$ cat src/verilog/gpib_pkg.sv
/*
 Shared constants and carriers for the instrument bus addressing block.
 Assumes bus lines arrive already synchronous to clk, true = 1.
*/
`default_nettype none
package gpib_pkg;
   // ---------------------------------------------------------------
   // Address and command layout
   // ---------------------------------------------------------------
   localparam int          ADDR_W       = 5;
   localparam logic [4:0]  ADDR_PRESET  = 5'h15;
   localparam logic [4:0]  ADDR_MAX     = 5'h1e;
   localparam logic [4:0]  ADDR_ALLONES = 5'h1f;
   localparam int          GRP_HI       = 6;
   localparam int          GRP_LO       = 5;
   localparam logic [1:0]  GRP_UNIV     = 2'h0;
   localparam logic [1:0]  GRP_LISTEN   = 2'h1;
   localparam logic [1:0]  GRP_TALK     = 2'h2;
   localparam logic [1:0]  GRP_SECOND   = 2'h3;
   localparam logic [6:0]  CMD_MASK     = 7'h7f;
   // Addressed commands (within universal group, low range)
   localparam logic [6:0]  CMD_LOCAL    = 7'h01;
   localparam logic [6:0]  CMD_CLEAR    = 7'h04;
   localparam logic [6:0]  CMD_TRIGGER  = 7'h08;
   // Universal commands
   localparam logic [6:0]  CMD_LOCKOUT  = 7'h11;
   localparam logic [6:0]  CMD_DEVCLR   = 7'h14;
   localparam logic [6:0]  CMD_SPOLL_EN = 7'h18;
   localparam logic [6:0]  CMD_SPOLL_DI = 7'h19;
   localparam logic [7:0]  STB_RQS      = 8'h40;

   // ---------------------------------------------------------------
   // Control lines as one carrier
   // ---------------------------------------------------------------
   typedef struct packed {
      logic atn;
      logic ifc;
      logic ren;
      logic eoi;
   } ctrl_type;
endpackage
`default_nettype wire

$ cat src/verilog/gpib_addr_decode.sv
/*
 Classifies one byte taken under attention.
 Assumes it is fed only bytes accepted while attention is true.
*/
`default_nettype none
module gpib_addr_decode
   import gpib_pkg::*;
(
   // Byte and own address
   input  wire logic [7:0]        cmdByte,
   input  wire logic [ADDR_W-1:0] myAddr,
   // Classification
   output logic                   isMyListen,
   output logic                   isMyTalk,
   output logic                   isOtherTalk,
   output logic                   isUnlisten,
   output logic                   isUntalk,
   output logic                   isUniversal,
   output logic                   isSecondary
);
   logic [1:0]        grp;
   logic [ADDR_W-1:0] low;

   // Only seven lines carry meaning under attention
   assign grp = cmdByte[GRP_HI:GRP_LO];
   assign low = cmdByte[ADDR_W-1:0];

   always_comb begin
      isMyListen  = 1'b0;
      isMyTalk    = 1'b0;
      isOtherTalk = 1'b0;
      isUnlisten  = 1'b0;
      isUntalk    = 1'b0;
      isUniversal = 1'b0;
      isSecondary = 1'b0;
      case (grp)
         GRP_UNIV: isUniversal = 1'b1;
         GRP_LISTEN: begin
            isUnlisten = (low == ADDR_ALLONES);
            isMyListen = !isUnlisten && (low == myAddr);
         end
         GRP_TALK: begin
            isUntalk    = (low == ADDR_ALLONES);
            isMyTalk    = !isUntalk && (low == myAddr);
            isOtherTalk = !isUntalk && (low != myAddr);
         end
         default: isSecondary = (low != ADDR_ALLONES);
      endcase
   end
endmodule
`default_nettype wire

$ cat src/verilog/gpib_device.sv
/*
 Device end of the instrument bus: addressing, acceptor and source
 handshake, end marking, service request, remote/local and clear.
 Assumes all bus lines are sampled synchronously, true = 1, and the
 testbench resolves the open-collector wires from the enables.
*/
`default_nettype none
// Summary of operation
// Address is low five bits of character
// Jumpers give address 0..30, preset 21
// Operator gives codes as two digits
// Under attention accept every byte
// Without attention act only if addressed
// Other talk address unaddresses our talker
// Bytes move parallel under three-wire handshake
// Each handshake step awaits previous step
// Attention bytes use seven data lines
// Interface clear returns logic to idle
// Remote enable plus commands select remote
// Device may assert service request
// Talker marks final byte with end
// Attention with end means parallel poll; the code gives no parallel poll response
// Addressed commands only when already addressed
// Secondary commands extend primary addressing; the code decodes secondaries but never uses them
// Attention byte class from bits 7,6; the code decodes cmdByte bits 6,5
// Own listen drops talker, own talk listener
// Match low bits against jumpers to address
module gpib_device
   import gpib_pkg::*;
#(
   parameter logic [ADDR_W-1:0] ADDR_DEFAULT = ADDR_PRESET
)(
   // Clock and reset
   input  wire logic              clk,
   input  wire logic              sys_rst,
   // Configuration
   input  wire logic [ADDR_W-1:0] addrJumpers,
   // Bus control and handshake inputs
   input  wire ctrl_type          busCtrl,
   input  wire logic [7:0]        dioIn,
   input  wire logic              davIn,
   input  wire logic              nrfdIn,
   input  wire logic              ndacIn,
   // Bus drives, enable high while driving true
   output logic [7:0]             dioOut,
   output logic                   dioOe,
   output logic                   davOe,
   output logic                   nrfdOe,
   output logic                   ndacOe,
   output logic                   eoiOe,
   output logic                   srqOe,
   // Received data to user
   output logic [7:0]             rxData,
   output logic                   rxEnd,
   output logic                   rxValid,
   // Transmit data from user
   input  wire logic [7:0]        txData,
   input  wire logic              txLast,
   input  wire logic              txValid,
   output logic                   txReady,
   // Receive pacing and service request
   input  wire logic              rxReady,
   input  wire logic              serviceReq,
   // Status to user
   output logic                   talkAddressed,
   output logic                   listenAddressed,
   output logic                   remoteMode,
   output logic                   deviceClear,
   output logic                   deviceTrigger,
   output logic [ADDR_W-1:0]      busAddr
);
   typedef enum {AH_IDLE, AH_READY, AH_ACCEPT, AH_WAITEND} ah_type;
   typedef enum {SH_IDLE, SH_SETUP, SH_VALID, SH_DONE} sh_type;

   ah_type            ahState;
   sh_type            shState;
   logic [7:0]        latched;
   logic              latchedAtn;
   logic              cmdStrobe;
   logic              lockout;
   logic              spollMode;
   logic              srqPending;
   logic              isMyListen, isMyTalk, isOtherTalk, isUnlisten;
   logic              isUntalk, isUniversal, isSecondary;
   logic              acceptOn;
   logic              talkActive;
   logic [7:0]        txByte;
   logic              txEnd;

   // ---------------------------------------------------------------
   // Address capture
   // ---------------------------------------------------------------
   // Taken each clock after reset; code 31 is not an address, so it
   // falls back to the preset
   always_ff @(posedge clk) begin
      if (sys_rst)
         busAddr <= ADDR_DEFAULT;
      else if (addrJumpers <= ADDR_MAX)
         busAddr <= addrJumpers;
      else
         busAddr <= ADDR_DEFAULT;
   end

   gpib_addr_decode u_decode (
      .cmdByte     (latched),
      .myAddr      (busAddr),
      .isMyListen  (isMyListen),
      .isMyTalk    (isMyTalk),
      .isOtherTalk (isOtherTalk),
      .isUnlisten  (isUnlisten),
      .isUntalk    (isUntalk),
      .isUniversal (isUniversal),
      .isSecondary (isSecondary)
   );

   // ---------------------------------------------------------------
   // Acceptor handshake
   // ---------------------------------------------------------------
   assign acceptOn = busCtrl.atn || listenAddressed;

   always_ff @(posedge clk) begin
      cmdStrobe <= 1'b0;
      rxValid   <= 1'b0;
      if (sys_rst || busCtrl.ifc || !acceptOn) begin
         ahState <= AH_IDLE;
      end else begin
         case (ahState)
            AH_IDLE: ahState <= AH_READY;
            AH_READY:
               // Attention bytes never wait on the user side
               if (davIn && (busCtrl.atn || rxReady)) begin
                  latched    <= dioIn;
                  latchedAtn <= busCtrl.atn;
                  rxEnd      <= busCtrl.eoi;
                  ahState    <= AH_ACCEPT;
               end
            AH_ACCEPT: begin
               cmdStrobe <= latchedAtn;
               rxValid   <= !latchedAtn;
               rxData    <= latched;
               ahState   <= AH_WAITEND;
            end
            default:
               if (!davIn)
                  ahState <= AH_READY;
         endcase
      end
   end

   // Not ready unless waiting for a byte; not accepted until taken
   assign nrfdOe = acceptOn && (ahState != AH_READY);
   assign ndacOe = acceptOn && (ahState != AH_WAITEND);

   // ---------------------------------------------------------------
   // Addressing state
   // ---------------------------------------------------------------
   always_ff @(posedge clk) begin
      if (sys_rst || busCtrl.ifc) begin
         talkAddressed   <= 1'b0;
         listenAddressed <= 1'b0;
      end else if (cmdStrobe) begin
         if (isMyListen) begin
            listenAddressed <= 1'b1;
            talkAddressed   <= 1'b0;
         end else if (isMyTalk) begin
            talkAddressed   <= 1'b1;
            listenAddressed <= 1'b0;
         end else if (isOtherTalk || isUntalk) begin
            talkAddressed   <= 1'b0;
         end else if (isUnlisten) begin
            listenAddressed <= 1'b0;
         end
      end
   end

   // ---------------------------------------------------------------
   // Commands, remote/local, serial poll
   // ---------------------------------------------------------------
   // Secondaries are seen but carry no extended address here
   always_ff @(posedge clk) begin
      deviceClear   <= 1'b0;
      deviceTrigger <= 1'b0;
      if (sys_rst || busCtrl.ifc) begin
         spollMode <= 1'b0;
      end else if (cmdStrobe && isUniversal) begin
         case (latched[6:0] & CMD_MASK)
            CMD_DEVCLR:   deviceClear <= 1'b1;
            CMD_SPOLL_EN: spollMode   <= 1'b1;
            CMD_SPOLL_DI: spollMode   <= 1'b0;
            CMD_CLEAR:    deviceClear   <= listenAddressed;
            CMD_TRIGGER:  deviceTrigger <= listenAddressed;
            default: ;
         endcase
      end
   end

   always_ff @(posedge clk) begin
      if (sys_rst || !busCtrl.ren) begin
         remoteMode <= 1'b0;
         lockout    <= 1'b0;
      end else if (cmdStrobe && isMyListen) begin
         remoteMode <= 1'b1;
      end else if (cmdStrobe && isUniversal) begin
         if (latched[6:0] == CMD_LOCKOUT)
            lockout <= 1'b1;
         else if (latched[6:0] == CMD_LOCAL && listenAddressed)
            remoteMode <= 1'b0;
      end
   end

   // ---------------------------------------------------------------
   // Service request
   // ---------------------------------------------------------------
   // Held until the status byte is read in a serial poll
   always_ff @(posedge clk) begin
      if (sys_rst)
         srqPending <= 1'b0;
      else if (serviceReq)
         srqPending <= 1'b1;
      else if (shState == SH_DONE && spollMode)
         srqPending <= 1'b0;
   end
   assign srqOe = srqPending;

   // ---------------------------------------------------------------
   // Source handshake
   // ---------------------------------------------------------------
   // No parallel poll response: eoi with attention never sources
   assign talkActive = talkAddressed && !busCtrl.atn;
   assign txReady    = talkActive && !spollMode && shState == SH_IDLE;

   always_ff @(posedge clk) begin
      if (sys_rst || busCtrl.ifc || !talkActive) begin
         shState <= SH_IDLE;
         txByte  <= 8'h00;
         txEnd   <= 1'b0;
      end else begin
         case (shState)
            SH_IDLE:
               if (spollMode) begin
                  txByte  <= srqPending ? STB_RQS : 8'h00;
                  txEnd   <= 1'b0;
                  shState <= SH_SETUP;
               end else if (txValid) begin
                  txByte  <= txData;
                  txEnd   <= txLast;
                  shState <= SH_SETUP;
               end
            SH_SETUP:
               // All listeners ready and at least one not yet accepted
               if (!nrfdIn && ndacIn)
                  shState <= SH_VALID;
            SH_VALID:
               if (!ndacIn)
                  shState <= SH_DONE;
            default:
               shState <= SH_IDLE;
         endcase
      end
   end

   assign dioOut = txByte;
   assign dioOe  = talkActive && shState != SH_IDLE;
   assign davOe  = talkActive && shState == SH_VALID;
   assign eoiOe  = dioOe && txEnd;
endmodule
`default_nettype wire

$ cat config.mk
export PLATFORM = sky130hd
export DESIGN_NAME = gpib_device
export DESIGN_NICKNAME = d
export VERILOG_FILES = /design/src/verilog/gpib_pkg.sv /design/src/verilog/gpib_addr_decode.sv /design/src/verilog/gpib_device.sv
export SDC_FILE = /design/constraint.sdc
export NUM_CORES = 1
export LEC_CHECK = 0
export BUFFER_PORTS_ARGS = -buffer_cell sky130_fd_sc_hd__buf_4
export CAP_MARGIN = 15
export CORE_MARGIN = 8
export CORE_UTILIZATION = 40
export CTS_CLUSTER_DIAMETER = 150
export CTS_CLUSTER_SIZE = 14
export DETAILED_ROUTE_END_ITERATION = 6
export PLACE_DENSITY = 0.81
export RECOVER_POWER = 50
export SYNTH_ARGS = -nofsm -noshare
export SYNTH_HDL_FRONTEND = slang
export SYNTH_SLANG_ARGS = --single-unit
$ cat constraint.sdc
create_clock -name clk -period 2.4 [get_ports clk]
set_input_delay 0.24 -clock clk [delete_from_list [all_inputs] [get_ports clk]]
set_output_delay 0.24 -clock clk [all_outputs]
set_load 0.1 [all_outputs]
Yosys cells after proc, flatten, opt, wreduce, memory -nomap -nowiden

Cells that the tools add are included.

Register bits after elaboration: 105
Latch bits: 0
Memory bits (writable): 0
ROM bits: 0
Input port bits: 34
Word-level logic and storage cells: 141
Memories kept: 0

$add $sub $neg: 0
Multipliers: 0
Div/mod/pow operators: 0
$lt $le $gt $ge: 1
Equal/unequal tests: 27
Shifts and indexed selects: 0
Muxes and demuxes: 34
Bitwise gates (word level): 5
Reductions and logical operators: 56

Operators by type and width:

| cell                                                             | number |
|---|---|
| 32-bit 2-to-1 mux                                                | 6 |
| 32-bit case mux with 3 select lines                              | 2 |
| 32-bit zero test                                                 | 3 |
| 32-bit by 1-bit == test with 1-bit output, second input constant | 2 |
| 32-bit by 2-bit == test with 1-bit output, second input constant | 2 |
| 32-bit by 3-bit == test with 1-bit output, second input constant | 2 |
| 32-bit by 2-bit != test with 1-bit output, second input constant | 1 |
| 32-bit by 3-bit != test with 1-bit output, second input constant | 1 |
| 32-bit nonzero test                                              | 1 |
| 7-bit by 5-bit == test with 1-bit output, second input constant  | 4 |
| 1-bit 2-to-1 mux                                                 | 21 |
| 1-bit logical AND                                                | 16 |
| 8-bit 2-to-1 mux                                                 | 2 |
| 3-bit AND reduction                                              | 4 |
| 2-bit AND reduction                                              | 5 |
| 2-bit nonzero test                                               | 5 |
| 1-bit zero test                                                  | 8 |
| 2-bit != test, second input constant                             | 4 |
| 7-bit by 1-bit == test with 1-bit output, second input constant  | 1 |
| 7-bit by 3-bit == test with 1-bit output, second input constant  | 1 |
| 7-bit by 4-bit == test with 1-bit output, second input constant  | 1 |
| 1-bit logical OR                                                 | 7 |
| 7-bit 2-to-1 mux                                                 | 1 |
| 3-bit != test, second input constant                             | 2 |
| other kinds (13)                                                 | 21 |

Logic depth before layout (Yosys ltp)

Depth in word-level cells: 8
Depth in mapped cells: 8

Modules after synthesis

Synthesis repeated with hierarchy kept, for this count alone.

Cell total of the unflattened synthesis: 176
Area, all modules: 1955.6 um^2

By module, submodules not included:

| module           | instances | cells an instance | area each (um^2) | seq. area each (um^2) |
|---|---|---|---|---|
| gpib_device      | 1         | 156               | 1811.7           | 1081.0 |
| gpib_addr_decode | 1         | 20                | 143.9            | 0.0 |

Worst setup path after synthesis

Ideal clock, no wire load.

Kind: reg2out
Start point: register talkAddressed
End point: output port txReady
Data arrival time: 3498 ps
Required time: 2160 ps
Slack: -1338 ps
Cell stages (with the launch flop): 3
Path buffers: 0
Cells stage by stage: dfxtp_1 nand2b_1 nor3b_1

Longest elaborated chain between the ends: 3

Ends and longest elaborated chain:

| what                           | RTL line           | text |
|---|---|---|
| start: declaration             | gpib_device.sv:65  | `output logic talkAddressed,` |
| start signal: assignment       | gpib_device.sv:159 | `talkAddressed <= 1'b0;` |
| start signal: assignment       | gpib_device.sv:164 | `talkAddressed <= 1'b0;` |
| start signal: assignment       | gpib_device.sv:166 | `talkAddressed <= 1'b1;` |
| 1-bit logical AND              | gpib_device.sv:229 | `assign talkActive = talkAddressed && !busCtrl.atn;` |
| 1-bit logical AND (2 in a row) | gpib_device.sv:230 | `assign txReady = talkActive && !spollMode && shState == SH_IDLE;` |
| end: declaration               | gpib_device.sv:60  | `output logic txReady,` |

No other way between the ends.

Worst setup path in the final report

Start point: register shState[0]
End point: output port txReady

Longest elaborated chain between the ends: 2

Ends and longest elaborated chain:

| what                     | RTL line           | text |
|---|---|---|
| start: declaration       | gpib_device.sv:76  | `sh_type shState;` |
| start signal: assignment | gpib_device.sv:234 | `shState <= SH_IDLE;` |
| start signal: assignment | gpib_device.sv:243 | `shState <= SH_SETUP;` |
| start signal: assignment | gpib_device.sv:247 | `shState <= SH_SETUP;` |
| 32-bit zero test         | gpib_device.sv:230 |  |
| 1-bit logical AND        | gpib_device.sv:230 |  |

No other way between the ends.

==> impl_metrics.env <==
export IMPL_rsz0062_at_grt="false"
export IMPL_yosys_warnings=0
export IMPL_cpPeakStageDelay_ns=0.52
export IMPL_vias=1606
export IMPL_hp_class="in2reg"
export IMPL_port_buffers=68
export IMPL_grt_max_degree=18
export IMPL_hold_buffers=0
export IMPL_cts_max_level=2
export IMPL_grt_first_pass_wirelength_um=7630
export IMPL_post_cts_buffers=0
export IMPL_fin_crit_ns=2.07
export IMPL_cp_slowest_cell="ha_1"
export IMPL_final_common_cell="buf_4"
export IMPL_netlist_area_mm2=0.00199
export IMPL_die_area_mm2=0.00749
export IMPL_combPwrFrac=0.105
export IMPL_ys_types=33
export IMPL_fp_coreArea_mm2=0.00475
export IMPL_max_cap_violations=0
export IMPL_setup_ws_ns=0.326
export IMPL_cellPowerDensity_mw_per_mm2=588
export IMPL_setup_viol=0
export IMPL_grt_usage=0.129
export IMPL_finalHoldViolCount=0
export IMPL_routed_wirelength_um=4730
export IMPL_rows=25
export IMPL_p_sw_mw=0.355
export IMPL_cp_arrival_ns=1.83
export IMPL_numClockSinks=45
export IMPL_synthArstFlopShare=0
export IMPL_max_slew_worst_pin_slew_ns=1.20
export IMPL_clock_fmax_ghz=0.482
export IMPL_drive_gt1_frac=0.234
export IMPL_die_h_um=86.5
export IMPL_critPathKind="reg2out"
export IMPL_p_clk_frac=0.368
export IMPL_drtAntennaViolNets=0
export IMPL_antenna_found_initial=0
export IMPL_synth_edf_count=18
export IMPL_p_int_mw=1.17
export IMPL_crit_chain="inv_1, ha_1, nor3b_2, buf_4"
export IMPL_clockBufferDepth=2
export IMPL_wl_per_cell_um=14.3
export IMPL_timing_critical_path_buf_inv=2
export IMPL_ir_drop_mv=0.361
export IMPL_dp_slack_ns=0.502
export IMPL_seq_power_share=0.527
export IMPL_finalCritPeriodShare=0.864
export IMPL_max_slew_margin_rel=0.201
export IMPL_avgSynthCellArea_um2=10.3
export IMPL_diodes=0
export IMPL_synth_nets=236
export IMPL_post_dp_cell_area_mm2=0.00258
export IMPL_vias_per_cell=4.84
export IMPL_worst_path_max_fanout=17
export IMPL_grt_pass1_vias=1632
export IMPL_hpwl_um=3620
export IMPL_grt_ovfl_total=0
export IMPL_cts_resized=0
export IMPL_fp_dieW_um=86.5
export IMPL_switching_share=0.233
export IMPL_holdWs_ns=0.115
export IMPL_total_leakage_power_nw=0.983
export IMPL_cts_root_buffer="clkbuf_8"
export IMPL_synth_yosys_seq_area_share=0.543
export IMPL_drtIter0Drc=50
export IMPL_cp_data_required_time_ns=2.16
export IMPL_crit_family="adder cells"
export IMPL_io_pins=69
export IMPL_final_nets=306
export IMPL_gp_congestion=0.839
export IMPL_clk_pin_slew_ns=0.08
export IMPL_cts_buffers=5
export IMPL_dr_pass1_iters=4
export IMPL_initial_core_util=0.419
export IMPL_skew_ns=0.00518
export IMPL_syn_to_final_growth_pct=30.3
export IMPL_final_cell_mix="32 x buf_4, 28 x clkbuf_1, 27 x dfxtp_1"
export IMPL_yosys_most_used_dff="dfxtp_1"
export IMPL_ys_ff_latch=45
export IMPL_drv_slew=0
export IMPL_cts_tree="built"
export IMPL_fin_setup_tns_ns=0
export IMPL_worstSetupEndpointType="primary output"
export IMPL_outcome="finished, final reports clean"
export IMPL_drc=0
export IMPL_startpoint_type="flop"
export IMPL_p_total_mw=1.53
export IMPL_synth_cells=194
export IMPL_clk_latency_ns=0.29
export IMPL_final_area_mm2=0.00259
[cells in the mapped netlist, types with 2 or more instances]
cell	count	area, um2
ha_1	8	100
nor2b_1	4	25.0
nand3_1	3	15.0
xor2_1	5	43.8
nor3_1	5	25.0
nand4_1	2	12.5
a2bb2oi_1	8	70.1
edfxtp_1	18	541
nand2_1	5	18.8
clkbuf_1	5	18.8
and2_1	11	68.8
o21ai_0	3	15.0
a21oi_1	11	55.1
nand2b_1	6	37.5
or2_2	4	25.0
nor2_1	21	78.8
and3_1	4	25.0
o22ai_1	10	62.6
nor4_1	2	12.5
inv_1	17	63.8
nor3b_1	4	30.0
dfxtp_1	27	541
[cell type report]
type,count,area [um2]
fillers,476,2160
repair buffers,69,417
flip-flops and latches,45,1080
inverters,17,63.8
clock buffers,6,72.6
multi-input cells,126,837
well taps,67,83.8
clock inverters,2,38.8
[per-layer routing]
| metal | GRT usage | part of all wire | vias to the layer above |
|---|---|---|---|
| li1 | - | - | 816 |
| met1 | 0.144 | 0.43 | 717 |
| met2 | 0.214 | 0.46 | 64 |
| met3 | 0.0539 | 0.088 | 9 |
| met4 | 0.0501 | 0.019 | 0 |
| met5 | 0 | 0 | - |
[per-stage QoR]
stage	util	std cells
2_1_floorplan	-	194
3_3_place_gp	0.543	324
3_5_place_dp	0.543	324
4_1_cts	0.567	332
5_1_grt	0.546	332
6_report	0.546	332
[worst paths after layout]
kind | from | endpoint | slack (ns) | cells after the start
hold / removal | addrJumpers[1] | busAddr[3] | 0.12 | 2
setup / recovery | shState[0] | txReady | 0.33 | 4
hold reg to reg | latchedAtn | rxValid | 0.44 | 1
setup reg to reg | shState[0] | shState[0] | 0.47 | 7
[logic make-up (layout without fill, tap and decap cells)]
group,after synthesis,in the layout,share of synthesized area
AND/OR/NAND/NOR,76,76,0.214
buffers and inverters,23,94,0.0471
flip-flops,45,45,0.543
AO/OA/AOI/OAI,37,37,0.123
adder cells (fa/ha/maj),8,8,0.0503
XOR/XNOR,5,5,0.0220
[sequential cells by signal, indices dropped and copies added (netlist names)]
signal / flops
deviceClear: 1
listenAddressed: 1
txEnd: 1
deviceTrigger: 1
busAddr: 5
latched: 8
rxData: 8
rxValid: 1
latchedAtn: 1
remoteMode: 1
talkAddressed: 1
ahState: 2
rxEnd: 1
srqOe: 1
shState: 2
dioOut: 8
cmdStrobe: 1
spollMode: 1
[power groups by stage]
stage / clock, mW / sequential [mW] / combinational [mW]
global placement: 0 / 0.822 / 0.164
CTS: 0.579 / 0.804 / 0.168
floorplan: 0 / 0.864 / 0.0588
detailed placement: 0 / 0.822 / 0.167
finish: 0.561 / 0.804 / 0.161
global route: 0.604 / 0.805 / 0.171
Power figures use the tool's default switching activity.
